<file path="src/hdl/sdmr_consts.svh">
// constants for the mode register zero and burst ordering block
`ifndef SDMR_CONSTS_SVH
`define SDMR_CONSTS_SVH

// ---------------------------------------------------------------
// field positions of mode register zero
// ---------------------------------------------------------------
`define SDMR_BL_LSB        0
`define SDMR_BT_BIT        3
`define SDMR_CL_LSB        4
`define SDMR_TM_BIT        7
`define SDMR_DLLRST_BIT    8
`define SDMR_WR_LSB        9
`define SDMR_PPD_BIT       12
`define SDMR_BC_ADDR_BIT   12
`define SDMR_MR_RESET      16'h0000

// ---------------------------------------------------------------
// burst length codes
// ---------------------------------------------------------------
`define SDMR_BL_FIX8       2'h0
`define SDMR_BL_OTF        2'h1
`define SDMR_BL_FIX4       2'h2

// ---------------------------------------------------------------
// timing
// ---------------------------------------------------------------
`define SDMR_CLK_NS        20
`define SDMR_TMOD_CYC      12
`define SDMR_TDLLK_CYC     512
`define SDMR_CHOP_EARLY    2

`endif

</file>
<file path="src/hdl/sdmr_pkg.sv">
// types shared by the mode register block
package sdmr_pkg;

	typedef enum logic [1:0] {
		SDMR_IDLE,
		SDMR_BURST
	} sdmr_phase_type;

	typedef struct packed {
		logic        csN;
		logic        rasN;
		logic        casN;
		logic        weN;
		logic [2:0]  bank;
		logic [15:0] addr;
	} sdmr_cmd_type;

	typedef struct packed {
		logic       isWrite;
		logic       chop;
		logic [2:0] column;
	} sdmr_req_type;

	typedef struct packed {
		logic [2:0] index;
		logic       drive;
		logic       store;
		logic       last;
	} sdmr_beat_type;

endpackage

</file>
<file path="src/hdl/sdmr_core.sv">
// mode register zero decode, burst ordering and write timing
// ---------------------------------------------------------------
// ---------------------------------------------------------------
`timescale 1ns/1ns
`default_nettype none
`include "sdmr_consts.svh"
module sdmr_core
	import sdmr_pkg::*;
#(
	parameter int FIFO_DEPTH = 8,
	parameter int TDLLK_CYC  = `SDMR_TDLLK_CYC
) (
	input  wire logic         clock,
	input  wire logic         nrst,
	input  wire logic         cke,
	input  wire sdmr_cmd_type cmd,
	input  wire logic         initDone,
	input  wire logic         rwValid,
	input  wire logic         rwIsWrite,
	output var  logic         rwReady,
	output var  sdmr_beat_type beat,
	output var  logic         beatValid,
	output var  logic         ready,
	output var  logic         settling,
	output var  logic         dllLocked,
	output var  logic [15:0]  modeReg,
	output var  logic [2:0]   casLatency,
	output var  logic [2:0]   writeRecovery,
	output var  logic [1:0]   regWritten,
	output var  logic         dllFastExit
);
	// ---------------------------------------------------------------
	// state
	// ---------------------------------------------------------------
	typedef struct packed {
		logic [1:0]     ckeSync;
		logic [15:0]    mr;
		logic [3:0]     written;
		logic [3:0]     modCnt;
		logic [15:0]    dllCnt;
		logic           initSeen;
		sdmr_phase_type phase;
		sdmr_req_type   cur;
		logic [2:0]     slot;
		logic [1:0]     delay;
		sdmr_beat_type  beat;
		logic           beatValid;
	} sdmr_state_type;

	sdmr_state_type st;
	sdmr_state_type next_st;

	logic        isMrs;
	logic        isRw;
	logic        chopNow;
	logic [1:0]  blCode;
	logic        interleave;
	logic        fifoInReady;
	logic        fifoOutValid;
	logic        fifoOutReady;
	logic [4:0]  fifoOutData;
	sdmr_req_type fifoReq;
	sdmr_req_type newReq;

	// order of beat k from start column, shared by both lengths
	function automatic logic [2:0] beatIndex(input logic [2:0] start,
		input logic [2:0] k, input logic inter);
		logic [2:0] r;
		r = '0;
		if (inter) begin
			r = start ^ k;
		end else begin
			r[1:0] = start[1:0] + k[1:0];
			r[2]   = start[2] ^ k[2];
		end
		return r;
	endfunction

	function automatic logic chopFor(input logic [1:0] code, input logic a12);
		logic c;
		c = 1'b0;
		unique case (code)
			`SDMR_BL_FIX8: c = 1'b0;
			`SDMR_BL_OTF:  c = ~a12;
			`SDMR_BL_FIX4: c = 1'b1;
			default:       c = 1'b0;
		endcase
		return c;
	endfunction

	// ---------------------------------------------------------------
	// decode
	// ---------------------------------------------------------------
	// mode register one to three live elsewhere; only writes counted
	assign isMrs = st.ckeSync[1] && !cmd.csN && !cmd.rasN && !cmd.casN
		&& !cmd.weN;
	assign isRw  = st.ckeSync[1] && !cmd.csN && cmd.rasN && !cmd.casN;
	assign blCode     = st.mr[`SDMR_BL_LSB +: 2];
	assign interleave = st.mr[`SDMR_BT_BIT];
	assign chopNow    = chopFor(blCode, cmd.addr[`SDMR_BC_ADDR_BIT]);

	assign newReq.isWrite = rwIsWrite;
	assign newReq.chop    = chopNow;
	assign newReq.column  = cmd.addr[2:0];
	assign fifoReq        = sdmr_req_type'(fifoOutData);
	assign fifoOutReady   = (st.phase == SDMR_IDLE);
	// back-pressure: requests stall while the queue is full
	assign rwReady        = fifoInReady && ready;

	sdmr_fifo #(
		.WIDTH (5),
		.DEPTH (FIFO_DEPTH)
	) u_fifo (
		.clock    (clock),
		.nrst     (nrst),
		.inValid  (rwValid && isRw && ready),
		.inReady  (fifoInReady),
		.inData   (newReq),
		.outValid (fifoOutValid),
		.outReady (fifoOutReady),
		.outData  (fifoOutData)
	);

	// ---------------------------------------------------------------
	// next state
	// ---------------------------------------------------------------
	always_comb begin
		next_st = st;
		next_st.ckeSync = {st.ckeSync[0], cke};
		next_st.beatValid = 1'b0;
		next_st.beat = st.beat;
		if (st.modCnt != 4'h0) begin
			next_st.modCnt = st.modCnt - 4'h1;
		end
		if (st.dllCnt != 16'h0000) begin
			next_st.dllCnt = st.dllCnt - 16'h0001;
		end
		if (initDone) begin
			next_st.initSeen = 1'b1;
		end
		if (isMrs) begin
			next_st.written[cmd.bank[1:0]] = 1'b1;
			next_st.modCnt = 4'(`SDMR_TMOD_CYC);
			if (cmd.bank == 3'h0) begin
				// reserved bits forced to zero in case they arrive set
				next_st.mr = {3'h0, cmd.addr[12:0]};
				next_st.mr[`SDMR_DLLRST_BIT] = 1'b0;
				if (cmd.addr[`SDMR_DLLRST_BIT]) begin
					next_st.dllCnt = 16'(TDLLK_CYC);
				end
			end
		end
		unique case (st.phase)
			SDMR_IDLE: begin
				if (fifoOutValid) begin
					next_st.cur   = fifoReq;
					next_st.phase = SDMR_BURST;
					next_st.slot  = 3'h0;
					// fixed chop writes start early; otf chop does not
					next_st.delay = (fifoReq.isWrite && !(fifoReq.chop
						&& blCode == `SDMR_BL_FIX4)) ? 2'(`SDMR_CHOP_EARLY)
						: 2'h0;
				end
			end
			SDMR_BURST: begin
				if (st.delay != 2'h0) begin
					next_st.delay = st.delay - 2'h1;
				end else begin
					next_st.beatValid = 1'b1;
					if (st.cur.isWrite) begin
						next_st.beat.index = st.slot;
						if (st.cur.chop) begin
							next_st.beat.index = {st.cur.column[2], st.slot[1:0]};
						end
						next_st.beat.store = !(st.cur.chop && st.slot[2]);
						next_st.beat.drive = 1'b0;
					end else begin
						next_st.beat.index = beatIndex(st.cur.column, st.slot,
							interleave);
						next_st.beat.drive = !(st.cur.chop && st.slot[2]);
						next_st.beat.store = 1'b0;
					end
					next_st.beat.last = (st.slot == 3'h7);
					next_st.slot = st.slot + 3'h1;
					if (st.slot == 3'h7) begin
						next_st.phase = SDMR_IDLE;
					end
				end
			end
		endcase
	end

	always_ff @(posedge clock or negedge nrst) begin
		if (!nrst) begin
			st <= '0;
			st.mr <= `SDMR_MR_RESET;
		end else begin
			st <= next_st;
		end
	end

	// ---------------------------------------------------------------
	// outputs
	// ---------------------------------------------------------------
	assign beat          = st.beat;
	assign beatValid     = st.beatValid;
	assign ready         = st.initSeen && (st.written == 4'hF);
	assign settling      = (st.modCnt != 4'h0);
	assign dllLocked     = (st.dllCnt == 16'h0000);
	assign modeReg       = st.mr;
	assign casLatency    = st.mr[`SDMR_CL_LSB +: 3];
	assign writeRecovery = st.mr[`SDMR_WR_LSB +: 3];
	assign regWritten    = blCode;
	assign dllFastExit   = st.mr[`SDMR_PPD_BIT];
endmodule
`default_nettype wire

</file>
<file path="src/hdl/sdmr_fifo.sv">
// small valid/ready fifo for burst requests
`timescale 1ns/1ns
`default_nettype none
module sdmr_fifo
	import sdmr_pkg::*;
#(
	parameter int WIDTH = 5,
	parameter int DEPTH = 8
) (
	input  wire logic             clock,
	input  wire logic             nrst,
	input  wire logic             inValid,
	output var  logic             inReady,
	input  wire logic [WIDTH-1:0] inData,
	output var  logic             outValid,
	input  wire logic             outReady,
	output var  logic [WIDTH-1:0] outData
);
	localparam int AW = $clog2(DEPTH);

	typedef struct packed {
		logic [AW-1:0] wp;
		logic [AW-1:0] rp;
		logic [AW:0]   count;
	} sdmr_fstate_type;

	sdmr_fstate_type st;
	sdmr_fstate_type next_st;
	logic [WIDTH-1:0] mem [DEPTH];
	logic             doPush;
	logic             doPop;

	assign inReady  = (st.count != (AW+1)'(DEPTH)) ? 1'b1 : 1'b0;
	assign outValid = (st.count != '0);
	assign doPush   = inValid && inReady;
	assign doPop    = outValid && outReady;
	assign outData  = mem[st.rp];

	always_comb begin
		next_st = st;
		if (doPush) begin
			next_st.wp = (st.wp == AW'(DEPTH-1)) ? '0 : st.wp + AW'(1);
		end
		if (doPop) begin
			next_st.rp = (st.rp == AW'(DEPTH-1)) ? '0 : st.rp + AW'(1);
		end
		if (doPush && !doPop) begin
			next_st.count = st.count + (AW+1)'(1);
		end else if (doPop && !doPush) begin
			next_st.count = st.count - (AW+1)'(1);
		end
	end

	always_ff @(posedge clock or negedge nrst) begin
		if (!nrst) begin
			st <= '0;
		end else begin
			st <= next_st;
		end
	end

	// storage needs no reset; contents are guarded by count
	always_ff @(posedge clock) begin
		if (doPush) begin
			mem[st.wp] <= inData;
		end
	end
endmodule
`default_nettype wire

</file>
<file path="config.mk">
export PLATFORM = sky130hd
export DESIGN_NAME = sdmr_core
export DESIGN_NICKNAME = d
export VERILOG_FILES = /design/src/hdl/sdmr_pkg.sv /design/src/hdl/sdmr_core.sv /design/src/hdl/sdmr_fifo.sv
export VERILOG_INCLUDE_DIRS = /design/src /design/src/hdl
export SDC_FILE = /design/constraint.sdc
export NUM_CORES = 1
export LEC_CHECK = 0
export BUFFER_PORTS_ARGS = -buffer_cell sky130_fd_sc_hd__buf_2
export CORE_MARGIN = 1
export CORE_UTILIZATION = 41
export CTS_CLUSTER_SIZE = 30
export DETAILED_ROUTE_END_ITERATION = 8
export GPL_TIMING_DRIVEN = 0
export PLACE_DENSITY = 0.68
export SETUP_SLACK_MARGIN = 0.15
export SLEW_MARGIN = 0
export SYNTH_ARGS = -nofsm -noshare
export SYNTH_HDL_FRONTEND = slang
export SYNTH_SLANG_ARGS = --single-unit
</file>
<file path="constraint.sdc">
create_clock -name clock -period 3.8 [get_ports clock]
set_clock_uncertainty 0.05 [all_clocks]
set_input_delay 0.57 -clock clock [delete_from_list [all_inputs] [get_ports clock]]
set_output_delay 0.57 -clock clock [all_outputs]
set_load 0.005 [all_outputs]
</file>
Yosys cells after proc, flatten, opt, wreduce, memory -nomap -nowiden
Memory sizes are Yosys's and may differ from the RTL's.
Index checks and enable logic that the tools add are counted.
- memories kept: 1
- bits of input ports: 29
- memory bits (writable): 40
- output and inout bits: 36
- register bits after elaboration: 68
- add/sub/neg operators: 9
- eq/ne operators: 12
- reduce and logical (&&, ||, !) cells: 41
- bitwise logic cells: 5
- mux-type cells: 28
- $lt $le $gt $ge: 2
- memories (name ; depth ; width ; rd ports ; clocked after memory_dff ; write ports ; line ; RTL):
    u_fifo.mem ; 8 ; 5 ; 1 ; 0 ; 1 ; sdmr_fifo.sv:29 ; logic [WIDTH-1:0] mem [DEPTH];
- operators by type and width (kind ; number):
    $mux 16 ; 3
    $mux 20 ; 1
    $logic_and 1x1->1 ; 18
    $logic_not 16->1 ; 1
    $reduce_bool 16->1 ; 1
    $sub 16x1->16 const B ; 1
    $mux 3 ; 5
    $mux 12 ; 1
    $mux 4 ; 3
    $pmux 5 s2 ; 1
    $reduce_and 2->1 ; 5
    $add 3x1->3 const B ; 3
    $eq 3x3->1 const B ; 3
    $logic_not 1->1 ; 8
    $mux 2 ; 4
    $reduce_bool 4->1 ; 2
    $sub 4x1->4 const B ; 2
    $mux 1 ; 6
    $ne 2x2->1 const B ; 3
    $reduce_bool 2->1 ; 3
    $mux 5 ; 1
    $add 4x1->4 const B ; 1
    $eq 2x1->1 const B ; 2
    $eq 4x4->1 const B ; 1
    other kinds (17) ; 18

Longest topological paths before layout
Gate-level depths: netlist of the first run.
- word-level depth: 11
- mapped depth: 12

Modules after synthesis
From an unflattened synthesis of the first run, not the netlist that was laid out.
- cells, all modules: 400
- area, all modules: 5132.4 um^2
- by module, submodules not included (module ; sequential area each (um^2) ; area an instance (um^2) ; cells an instance ; times used):
    sdmr_core ; 1426.4 ; 2917.8 ; 278 ; 1
    sdmr_fifo ; 1451.4 ; 2214.6 ; 122 ; 1

Worst setup path before layout of the first run
No wires, ideal clock.
- path type: reg-to-reg
- start point: register u_fifo.st[0] in the netlist's numbering
- end point: register u_fifo.st[3] in the netlist's numbering
- stages on the path, launching flop included: 12
- buffers on the path: 1
- slack: 1.172 ns
- data arrival time: 2.498 ns
- period minus slack after synthesis: 2.628 ns
- setup time: 0.080 ns
- required time: 3.670 ns
- cells stage by stage: dfrtp_1 > nor3_1 > a21oi_1 > clkinv_1 > buf_2 > ha_1 > inv_1 > ha_1 > a21o_1 > a21oi_1 > mux2i_1 > xnor2_1
- cells in the longest elaborated chain, start to end: 6
- ends and longest elaborated chain (element ; line ; RTL):
    start: declaration ; sdmr_fifo.sv:27 ; sdmr_fstate_type st;
    start signal: assignment ; sdmr_fifo.sv:58 ; st <= next_st;
    parallel branches: the longest is 6 deep, another holds $sub 4x1->4 ; n/a ;
Parallel ways; which one is timed is not known. The select of a mux whose other input is x is not followed.
A chain may end at the register's enable or synchronous reset.

Final worst setup path of the first run
Ends and elaborated chain as after synthesis.

==> results of run 1 <==
-- stage by stage --
step	power, mW	hold WS [ns]	cell area, µm²	cells
finish	2.67	0.251	5820	628
CTS	2.70	0.269	5820	628
detailed placement	1.78	0.302	5530	612
global route	2.81	0.272	5820	628
floorplan	1.66	0.224	5060	408
global placement	1.75	0.292	5530	612
-- synthesized netlist by cell type (3+ instances only) --
cell	n	share of area, %
nor2_1	20	1.5
mux4_2	10	4.5
inv_1	19	1.4
a21o_1	7	1.0
ha_1	16	4.0
nor4_1	6	0.74
mux2_2	17	3.8
edfxtp_1	40	24
buf_2	5	0.50
nand2b_1	5	0.62
nand4_1	5	0.62
nand3_1	6	0.60
nor4b_1	3	0.52
dfrtp_1	67	33
nand2_1	45	3.3
mux2i_1	13	2.6
a21oi_1	13	1.3
nor3_1	10	0.99
buf_4	30	4.5
o21ai_0	15	1.5
clkbuf_1	3	0.22
xnor2_1	6	1.0
a211oi_1	4	0.60
-- metal layers --
layer	vias to the layer above	global-route usage [%]	wire, µm
met3	6	2.57	335
li1	1580	-	-
met1	1604	20.9	4280
met2	66	24.9	4510
met4	0	6.23	72
met5	-	0	0
-- cells by family (layout without fill, tap and decap cells) --
| kind of cell | count (synthesis) | count (layout) | synth area share (%) |
|---|---|---|---|
| other cells | 1 | 4 | 0.0743 |
| xor+xnor | 6 | 6 | 1.04 |
| mux | 40 | 40 | 10.8 |
| flops | 107 | 107 | 57.0 |
| fa+ha+maj | 17 | 17 | 4.37 |
| simple gates | 121 | 121 | 12.9 |
| buf+inv | 60 | 133 | 7.02 |
| compound gates | 53 | 53 | 6.67 |
-- critical path: cells and delay by family (launching register included) --
kind,cells,cell delay (ns)
compound gates,3,0.85
xor+xnor,1,0.14
fa+ha+maj,2,0.49
buf+inv,3,0.78
flops,1,0.43
mux,1,0.24
simple gates,1,0.12
-- placed cells by master, fill, tap and decap left out, types with 3 or more instances in the layout --
cell type,synthesis,routed
xnor2_1,6,6
clkbuf_16,0,9
nand4_1,5,5
a211oi_1,4,4
mux2_2,17,17
dfrtp_1,67,67
buf_2,5,61
conb_1,1,4
a21oi_1,13,13
nand3_1,6,6
a21o_1,7,7
mux2i_1,13,13
nand2b_1,5,5
o21ai_0,15,15
nand2_1,45,45
nor3_1,10,10
buf_4,30,31
mux4_2,10,10
edfxtp_1,40,40
nor4b_1,3,3
inv_1,19,19
nor4_1,6,6
nor2_1,20,20
clkbuf_1,3,4
ha_1,16,16
-- registers in the layout, summed over array words and instances, names as in the netlist --
register and count:
st 37, u_fifo.mem 40, modeReg 12, beat 6, next_st 1, beatValid 1, u_fifo.st 10
-- final cells by class --
type	count	area [µm²]
Buffer	40	279
Fill cell	1080	6190
Timing Repair Buffer	57	288
Clock buffer	10	229
Sequential cell	107	2880
Tap cell	147	184
Inverter	20	75.1
Multi-Input combinational cell	241	1820
Clock inverter	6	63.8
-- worst max path at each step --
stage	startpoint	endpoint	cells after the start
3_3_place_gp	u_fifo.st[0]	u_fifo.st[3]	11
6_report	u_fifo.st[0]	u_fifo.st[3]	11
4_1_cts	u_fifo.st[0]	u_fifo.st[3]	11
2_1_floorplan	u_fifo.st[0]	u_fifo.st[3]	11
3_5_place_dp	u_fifo.st[0]	u_fifo.st[3]	11
5_1_grt	u_fifo.st[0]	u_fifo.st[3]	11
-- report_power, final --
group          total, mW  leakage, nW  internal [mW]  switching, mW
Combinational      0.372         1.28          0.187          0.185
Clock              0.916        0.140          0.511          0.405
Sequential          1.38         1.18           1.28          0.103
==> flow_summary_export.csv, run 1 <==
group,metric,value,unit
outcome,status,"completed",
critical_path,worstPathRequired,4.01,ns
die,die-area,0.0128,mm²
grt,grt_util_all_layers,15.4,%
routing,drtIter0Drc,178,
job,maxCapViolCount,0,
placed_design,portBuffers,57,
sta,tns,0,ns
critical_path,rr_worst_depth,11,
routing,wirelength,9.19,mm
grt,grt_pass1_vias,3106,
routing,vias,3256,
synth,synthFlopType,"dfrtp_1",
critical_path,r2r_start,"u_fifo.st[0]",
die,ios,65,
placed_design,hpwl,6.47,mm
critical_path,r2r_slack,0.61,ns
grt,grt_overflow_total,0,
synth,avgSynthCellArea,12.5,µm²
sta,worstMarginPinSlew,1.24,ns
finish,utilization,48.5,%
cts,clk_latency,0.34,ns
power_and_ir_drop,p_per_area,459,mW/mm²
synth,ys_types,55,
sta,postLayoutSetupSlackWorst,0.614,ns
cts,cts_made_buffers,9,
critical_path,critPathKind,"register to register",
synth,yosysWarnings,0,
critical_path,path_cells,"nor3_1 -> a21oi_1 -> clkinv_1 -> buf_2 -> ha_1 -> inv_1 -> ha_1 -> a21o_1 -> a21oi_1 -> mux2i_1 -> xnor2_1",
critical_path,critical_path_arrival,3.40,ns
finish,nets,522,
critical_path,endpoint_kind,"register",
sta,slew_headroom,16.4,%
synth,syn-cell-area,0.00504,mm²
grt,grt_pass1_wl,15.2,mm
finish,antennaDiodeCount,0,
hold_path,hp-class,"primary input to async pin",
die,chipWidth,113,µm
power_and_ir_drop,p_leak,2.60,nW
critical_path,critPathMaxStageDelay,0.50,ns
cts,path_clk_slew,0.07,ns
sta,setup_viol,0,
grt,grt_antenna_before_repair,0,
synth,yosysSeqAreaShare,57.0,%
synth,synth_enable_flop_cells,40,
power_and_ir_drop,ir_worst_vdd,0.285,mV
synth,synth_seq_cells,107,
cts,cts.sinks,107,
cts,clockBufferDepth,2,
routing,drc,0,
die,start_util,42.0,%
critical_path,slowest_stage,"a21oi_1",
routing,viasPerCell,5.18,
grt,grt_max_degree,68,
routing,wl_per_cell,14.6,µm
die,coreArea,0.0120,mm²
placed_design,globalplace.congestion,0.785,
critical_path,critPathLaunchType,"register",
placed_design,dpl_worst_slack,0.658,ns
cts,root_buffer,"clkbuf_16",
cts,post-cts-setup-buffer-count,0,
finish,area_growth,15.4,%
cts,cts_hold_buf,0,
sta,rsz0062_at_grt,"false",
die,fp.dieH,113,µm
sta,max_freq,314,MHz
critical_path,worst-path-max-fanout,10,
routing,ant_nets,0,
cts,htree_num_levels,3,
cts,cts_resized,0,
die,row_count,40,
synth,synthCells,405,
finish,drive_gt1_share,29.9,%
sta,report.final.slew_viol_count,0,
sta,period_minus_slack,3.19,ns
routing,first_pass_iters,4,
sta,fin_crit_sh,83.8,%
cts,cts_tree,"built",
critical_path,reg2reg_to,"u_fifo.st[3]",
sta,hold_viol_final,0,
synth,synthArstFlopShare,62.6,%
(Power assumes the default switching activity.)
==> run 2: changes to the inputs <==
Clock period 3.8 ns to 2.95 ns, I/O delays scaled along.
==> flow_summary_export.csv, run 2 (same netlist as run 1, synthesis figures left out) <==
group,metric,value,unit
finish,drive_gt1_share,32.5,%
critical_path,critPathMaxStageDelay,0.42,ns
cts,htree_num_levels,3,
finish,area_growth,17.5,%
outcome,status,"completed",
cts,clockBufferDepth,2,
sta,setup_viol,0,
power_and_ir_drop,seqPwrFrac,51.8,%
cts,root_buffer,"clkbuf_16",
job,maxCapViolCount,0,
sta,hold_viol_final,0,
critical_path,r2r_start,"u_fifo.st[2]",
power_and_ir_drop,p_per_area,582,mW/mm²
critical_path,critical_path_arrival,2.85,ns
routing,wirelength,9.29,mm
routing,wl_per_cell,14.6,µm
finish,nets,530,
sta,worstMarginPinSlew,1.22,ns
die,die-area,0.0128,mm²
die,chipWidth,113,µm
critical_path,slowest_stage,"dfrtp_1",
sta,max_freq,380,MHz
placed_design,dpl.cell_count,612,
finish,stdcell_count,636,
die,ios,65,
power_and_ir_drop,p_leak,2.65,nW
grt,grt_pass1_vias,3114,
sta,slew_headroom,17.5,%
die,row_count,40,
routing,vias,3273,
grt,grt_max_degree,68,
hold_path,hp-class,"primary input to async pin",
cts,cts_tree,"built",
critical_path,path_cells,"nor3_4 -> buf_4 -> a21oi_4 -> inv_4 -> clkbuf_4 -> ha_1 -> inv_1 -> ha_1 -> a21o_1 -> a21oi_1 -> mux2i_1 -> xnor2_1",
power_and_ir_drop,pwr-share-clk,34.2,%
grt,grt_util_all_layers,15.4,%
power_and_ir_drop,p_sw_share,26.0,%
critical_path,critPathKind,"register to register",
die,fp.dieH,113,µm
sta,period_minus_slack,2.64,ns
placed_design,placed_area,0.00553,mm²
placed_design,hpwl,6.47,mm
power_and_ir_drop,p_int,2.55,mW
die,coreArea,0.0120,mm²
finish,utilization,49.4,%
critical_path,endpoint_kind,"register",
grt,grt_overflow_total,0,
power_and_ir_drop,switchingPower,0.896,mW
power_and_ir_drop,combPwrFrac,14.0,%
critical_path,r2r_slack,0.31,ns
placed_design,portBuffers,57,
grt,grt_antenna_before_repair,0,
placed_design,globalplace.congestion,0.785,
routing,drtIter0Drc,146,
cts,path_clk_slew,0.07,ns
critical_path,worstPathRequired,3.16,ns
critical_path,critPathLaunchType,"register",
finish,top_register,"u_fifo.mem",
routing,first_pass_iters,4,
power_and_ir_drop,ir_worst_vdd,0.367,mV
die,start_util,42.0,%
routing,drc,0,
finish,largest_reg_flops,40,
critical_path,reg2reg_to,"u_fifo.st[3]",
cts,cts_made_buffers,9,
sta,rsz0062_at_grt,"false",
finish,final_cell_mix,"dfrtp_1 (65), buf_2 (59), nand2_1 (45)",
cts,cts.sinks,107,
critical_path,worst-path-max-fanout,10,
power_and_ir_drop,power,3.45,mW
sta,fin_crit_sh,89.3,%
critical_path,rr_worst_depth,12,
finish,antennaDiodeCount,0,
routing,ant_nets,0,
finish,fill_cells,1063,
sta,tns,0,ns
sta,report.final.slew_viol_count,0,
finish,mostFrequentLayoutCell,"dfrtp_1",
finish,fin_area,0.00593,mm²
grt,grt_pass1_wl,15.2,mm
critical_path,crit_top_cell,"ha_1",
routing,viasPerCell,5.15,
cts,clk_latency,0.34,ns
## run 2: changes by cell type in the layout (fill, tap and decap cells not counted), moves of 2 or more
cell | before | now
buf_4 | 31 | 39
buf_2 | 61 | 59
dfrtp_1 | 67 | 65
dfrtp_2 | 0 | 2
## run 2: what timing repair did
| item | CTS | global route |
|---|---|---|
| endpoints found under the hold margin | 0 | 0 |
| pin swaps | 0 | 4 |
| hold buffers | 0 | 0 |
| endpoints found under the setup margin | 12 | 26 |
| gates resized for setup | 4 | 10 |
| buffers inserted | 0 | 8 |
## run 2: metal layers
metal	up-vias	share of wire (%)	track usage, %	wire length, µm
met5	-	0	0	0
met4	0	0.77	6.23	72
met3	6	3.5	2.57	321
met2	76	49	24.9	4570
met1	1597	47	20.8	4330
li1	1594	-	-	-
## run 2: through the flow
step | setup slack, ns | hold slack [ns]
after floorplan | 0.322 | 0.0969
after global placement | -0.114 | 0.292
after detailed placement | -0.192 | 0.302
after CTS | 0.102 | 0.141
after global routing | 0.100 | 0.144
final | 0.315 | 0.125
## run 2: how the worst max path moves through the flow
stage,start,endpoint,slack [ns],depth (start not counted)
6_report,u_fifo.st[2],u_fifo.st[3],0.31,12
5_1_grt,u_fifo.st[2],u_fifo.st[3],0.10,12
4_1_cts,u_fifo.st[0],u_fifo.st[3],0.10,12
3_5_place_dp,u_fifo.st[0],u_fifo.st[3],-0.19,11
3_3_place_gp,u_fifo.st[0],u_fifo.st[3],-0.11,11
2_1_floorplan,u_fifo.st[0],u_fifo.st[3],0.32,11
## run 2: power groups by stage
stage	Clock (mW)	Combinational, mW	Sequential (mW)
2_1_floorplan	0	0.355	1.78
3_3_place_gp	0	0.458	1.80
3_5_place_dp	0	0.483	1.81
4_1_cts	1.22	0.485	1.78
5_1_grt	1.27	0.547	1.80
6_report	1.18	0.484	1.78
## run 2: layout make-up
| cell class | count | area, µm² | share of cell area, % |
|---|---|---|---|
| well taps | 147 | 184 | 3.10 |
| clock buffers | 10 | 229 | 3.86 |
| multi-input cells | 241 | 1860 | 31.3 |
| repair buffers | 65 | 348 | 5.87 |
| flip-flops and latches | 107 | 2880 | 48.6 |
| clock inverters | 6 | 63.8 | 1.08 |
| inverters | 20 | 77.6 | 1.31 |
| plain buffers | 40 | 288 | 4.85 |
## run 2: worst max-delay path: cells and delay by family, from the launching register on
kind | cells | cell delay (ns)
AOI/OAI and AO/OA | 3 | 0.42
and+or+nand+nor | 1 | 0.26
muxes | 1 | 0.24
DFF | 1 | 0.42
adders and majority gates | 2 | 0.47
buffers and inverters | 4 | 0.55
xor gates and xnor gates | 1 | 0.14
==> run 3: changes to the inputs <==
Settings changed: CORE_UTILIZATION 41 to 58, PLACE_DENSITY 0.68 to 0.88, SKIP_CTS_REPAIR_TIMING set to 1.
==> flow_summary_export.csv, run 3 (same netlist as run 1, synthesis figures left out) <==
group,metric,value,unit
outcome,status,"completed",
critical_path,critPathKind,"register to register",
critical_path,path_cells,"nor3_4 -> a211oi_1 -> nand4_1 -> clkbuf_4 -> inv_1 -> ha_1 -> inv_1 -> ha_1 -> a21o_1 -> a21oi_1 -> mux2i_1 -> xnor2_1",
routing,met3WireLength,464,µm
die,die-area,0.00908,mm²
die,start_util,60.8,%
critical_path,reg2reg_to,"u_fifo.st[3]",
cts,htree_num_levels,3,
die,chipWidth,95.3,µm
sta,setup_viol,0,
finish,area_growth,13.3,%
routing,wirelength,9.25,mm
power_and_ir_drop,combPwrFrac,15.4,%
cts,cts.sinks,107,
cts,cts_tree,"built",
routing,drtIter0Drc,138,
critical_path,r2r_start,"u_fifo.st[1]",
finish,stdcell_count,586,
finish,utilization,68.9,%
routing,viasPerCell,5.67,
power_and_ir_drop,switchingPower,0.937,mW
die,row_count,33,
placed_design,globalplace.congestion,0.835,
power_and_ir_drop,ir_worst_vdd,0.378,mV
finish,final_cell_mix,"dfrtp_1 (66), buf_2 (60), nand2_1 (45)",
critical_path,critPathMaxStageDelay,0.48,ns
routing,drc,0,
cts,path_clk_slew,0.11,ns
power_and_ir_drop,pwr-share-clk,28.3,%
hold_path,hp-class,"primary input to async pin",
finish,nets,522,
sta,rsz0062_at_grt,"true",
cts,root_buffer,"clkbuf_8",
critical_path,worstPathRequired,3.20,ns
placed_design,hpwl,6.56,mm
power_and_ir_drop,p_leak,2.56,nW
critical_path,endpoint_kind,"register",
sta,max_freq,359,MHz
critical_path,rr_worst_depth,12,
sta,whs,0.0968,ns
critical_path,critical_path_arrival,3.03,ns
finish,antennaDiodeCount,0,
grt,grt_pass1_wl,16.1,mm
grt,grt_util_all_layers,23.6,%
sta,worstMarginPinSlew,1.29,ns
cts,cts_made_buffers,9,
cts,clk_latency,0.38,ns
sta,fin_crit_sh,94.4,%
cts,clockBufferDepth,2,
routing,highest_layer,"met4",
power_and_ir_drop,p_int,2.23,mW
routing,first_pass_iters,4,
routing,vias,3320,
finish,largest_reg_flops,40,
critical_path,worst-path-max-fanout,10,
grt,grt_pass1_vias,3366,
finish,drive_gt1_share,31.6,%
die,ios,65,
grt,grt_max_degree,68,
sta,period_minus_slack,2.78,ns
routing,drt-met1-wl,3.99,mm
critical_path,r2r_slack,0.17,ns
critical_path,critPathLaunchType,"register",
power_and_ir_drop,seqPwrFrac,56.3,%
routing,ant_nets,0,
die,fp.dieH,95.3,µm
sta,slew_headroom,13.1,%
routing,wl_per_cell,15.8,µm
grt,grt_antenna_before_repair,0,
placed_design,dpl.cell_count,570,
finish,mostFrequentLayoutCell,"dfrtp_1",
finish,top_register,"u_fifo.mem",
power_and_ir_drop,p_per_area,555,mW/mm²
routing,met2_length,4.72,mm
placed_design,portBuffers,57,
die,coreArea,0.00830,mm²
critical_path,slowest_stage,"dfrtp_1",
sta,report.final.slew_viol_count,0,
grt,grt_overflow_total,0,
job,maxCapViolCount,0,
power_and_ir_drop,p_sw_share,29.6,%
sta,hold_viol_final,0,
==> run 3: changes by cell type in the layout (fill, tap and decap cells not counted), sizes merged <==
cell	delta
buf	-8
clkinv	+2
bufinv	-1
clkbuf	-1
clkinvlp	-1
inv	+1
==> run 3: power by group through the flow <==
stage / combinational [mW] / sequential, mW / clock (mW)
2_1_floorplan: 0.355 / 1.78 / 0
3_3_place_gp: 0.457 / 1.80 / 0
3_5_place_dp: 0.488 / 1.81 / 0
4_1_cts: 0.492 / 1.78 / 0.913
5_1_grt: 0.552 / 1.80 / 0.985
6_report: 0.489 / 1.78 / 0.896
==> run 3: how the worst max path moves through the flow <==
stage | from | to | slack, ns
2_1_floorplan | u_fifo.st[0] | u_fifo.st[3] | 0.32
3_3_place_gp | u_fifo.st[0] | u_fifo.st[3] | -0.17
3_5_place_dp | u_fifo.st[0] | u_fifo.st[3] | -0.24
4_1_cts | u_fifo.st[0] | u_fifo.st[3] | -0.31
5_1_grt | u_fifo.st[1] | u_fifo.st[3] | -0.005
6_report | u_fifo.st[1] | u_fifo.st[3] | 0.17
==> run 3: routing by layer <==
layer  track usage, %  vias to the layer above
met3             5.90                        8
met2             40.0                       94
met5                0                        -
met4             6.57                        0
met1             30.1                     1641
li1                 -                     1577
==> run 3: cell type report <==
| class | count | area (µm²) |
|---|---|---|
| multi-input combinational | 241 | 1850 |
| inverter | 20 | 75.1 |
| timing repair buffer | 57 | 288 |
| sequential | 107 | 2880 |
| fill | 574 | 2580 |
| clock buffer | 9 | 124 |
| clock inverter | 7 | 85.1 |
| tap | 105 | 131 |
| buffer | 40 | 282 |
==> run 3: metrics by stage <==
stage	setup WS [ns]	TNS [ns]	power [mW]	area (µm²)
global placement	-0.170	-0.170	2.26	5470
CTS	-0.314	-0.440	3.19	5680
global route	-0.00475	-0.00475	3.34	5720
detailed placement	-0.240	-0.288	2.30	5480
floorplan	0.322	0	2.14	5060
finish	0.166	0	3.17	5720
==> run 3: critical path: cells and delay by family, from the launching register on <==
kind / cells / cell delay, ns
muxes: 1 / 0.23
adders and majority gates: 2 / 0.46
xor gates and xnor gates: 1 / 0.13
buffers and inverters: 3 / 0.45
and+or+nand+nor: 2 / 0.31
DFF: 1 / 0.48
AOI/OAI and AO/OA: 3 / 0.61
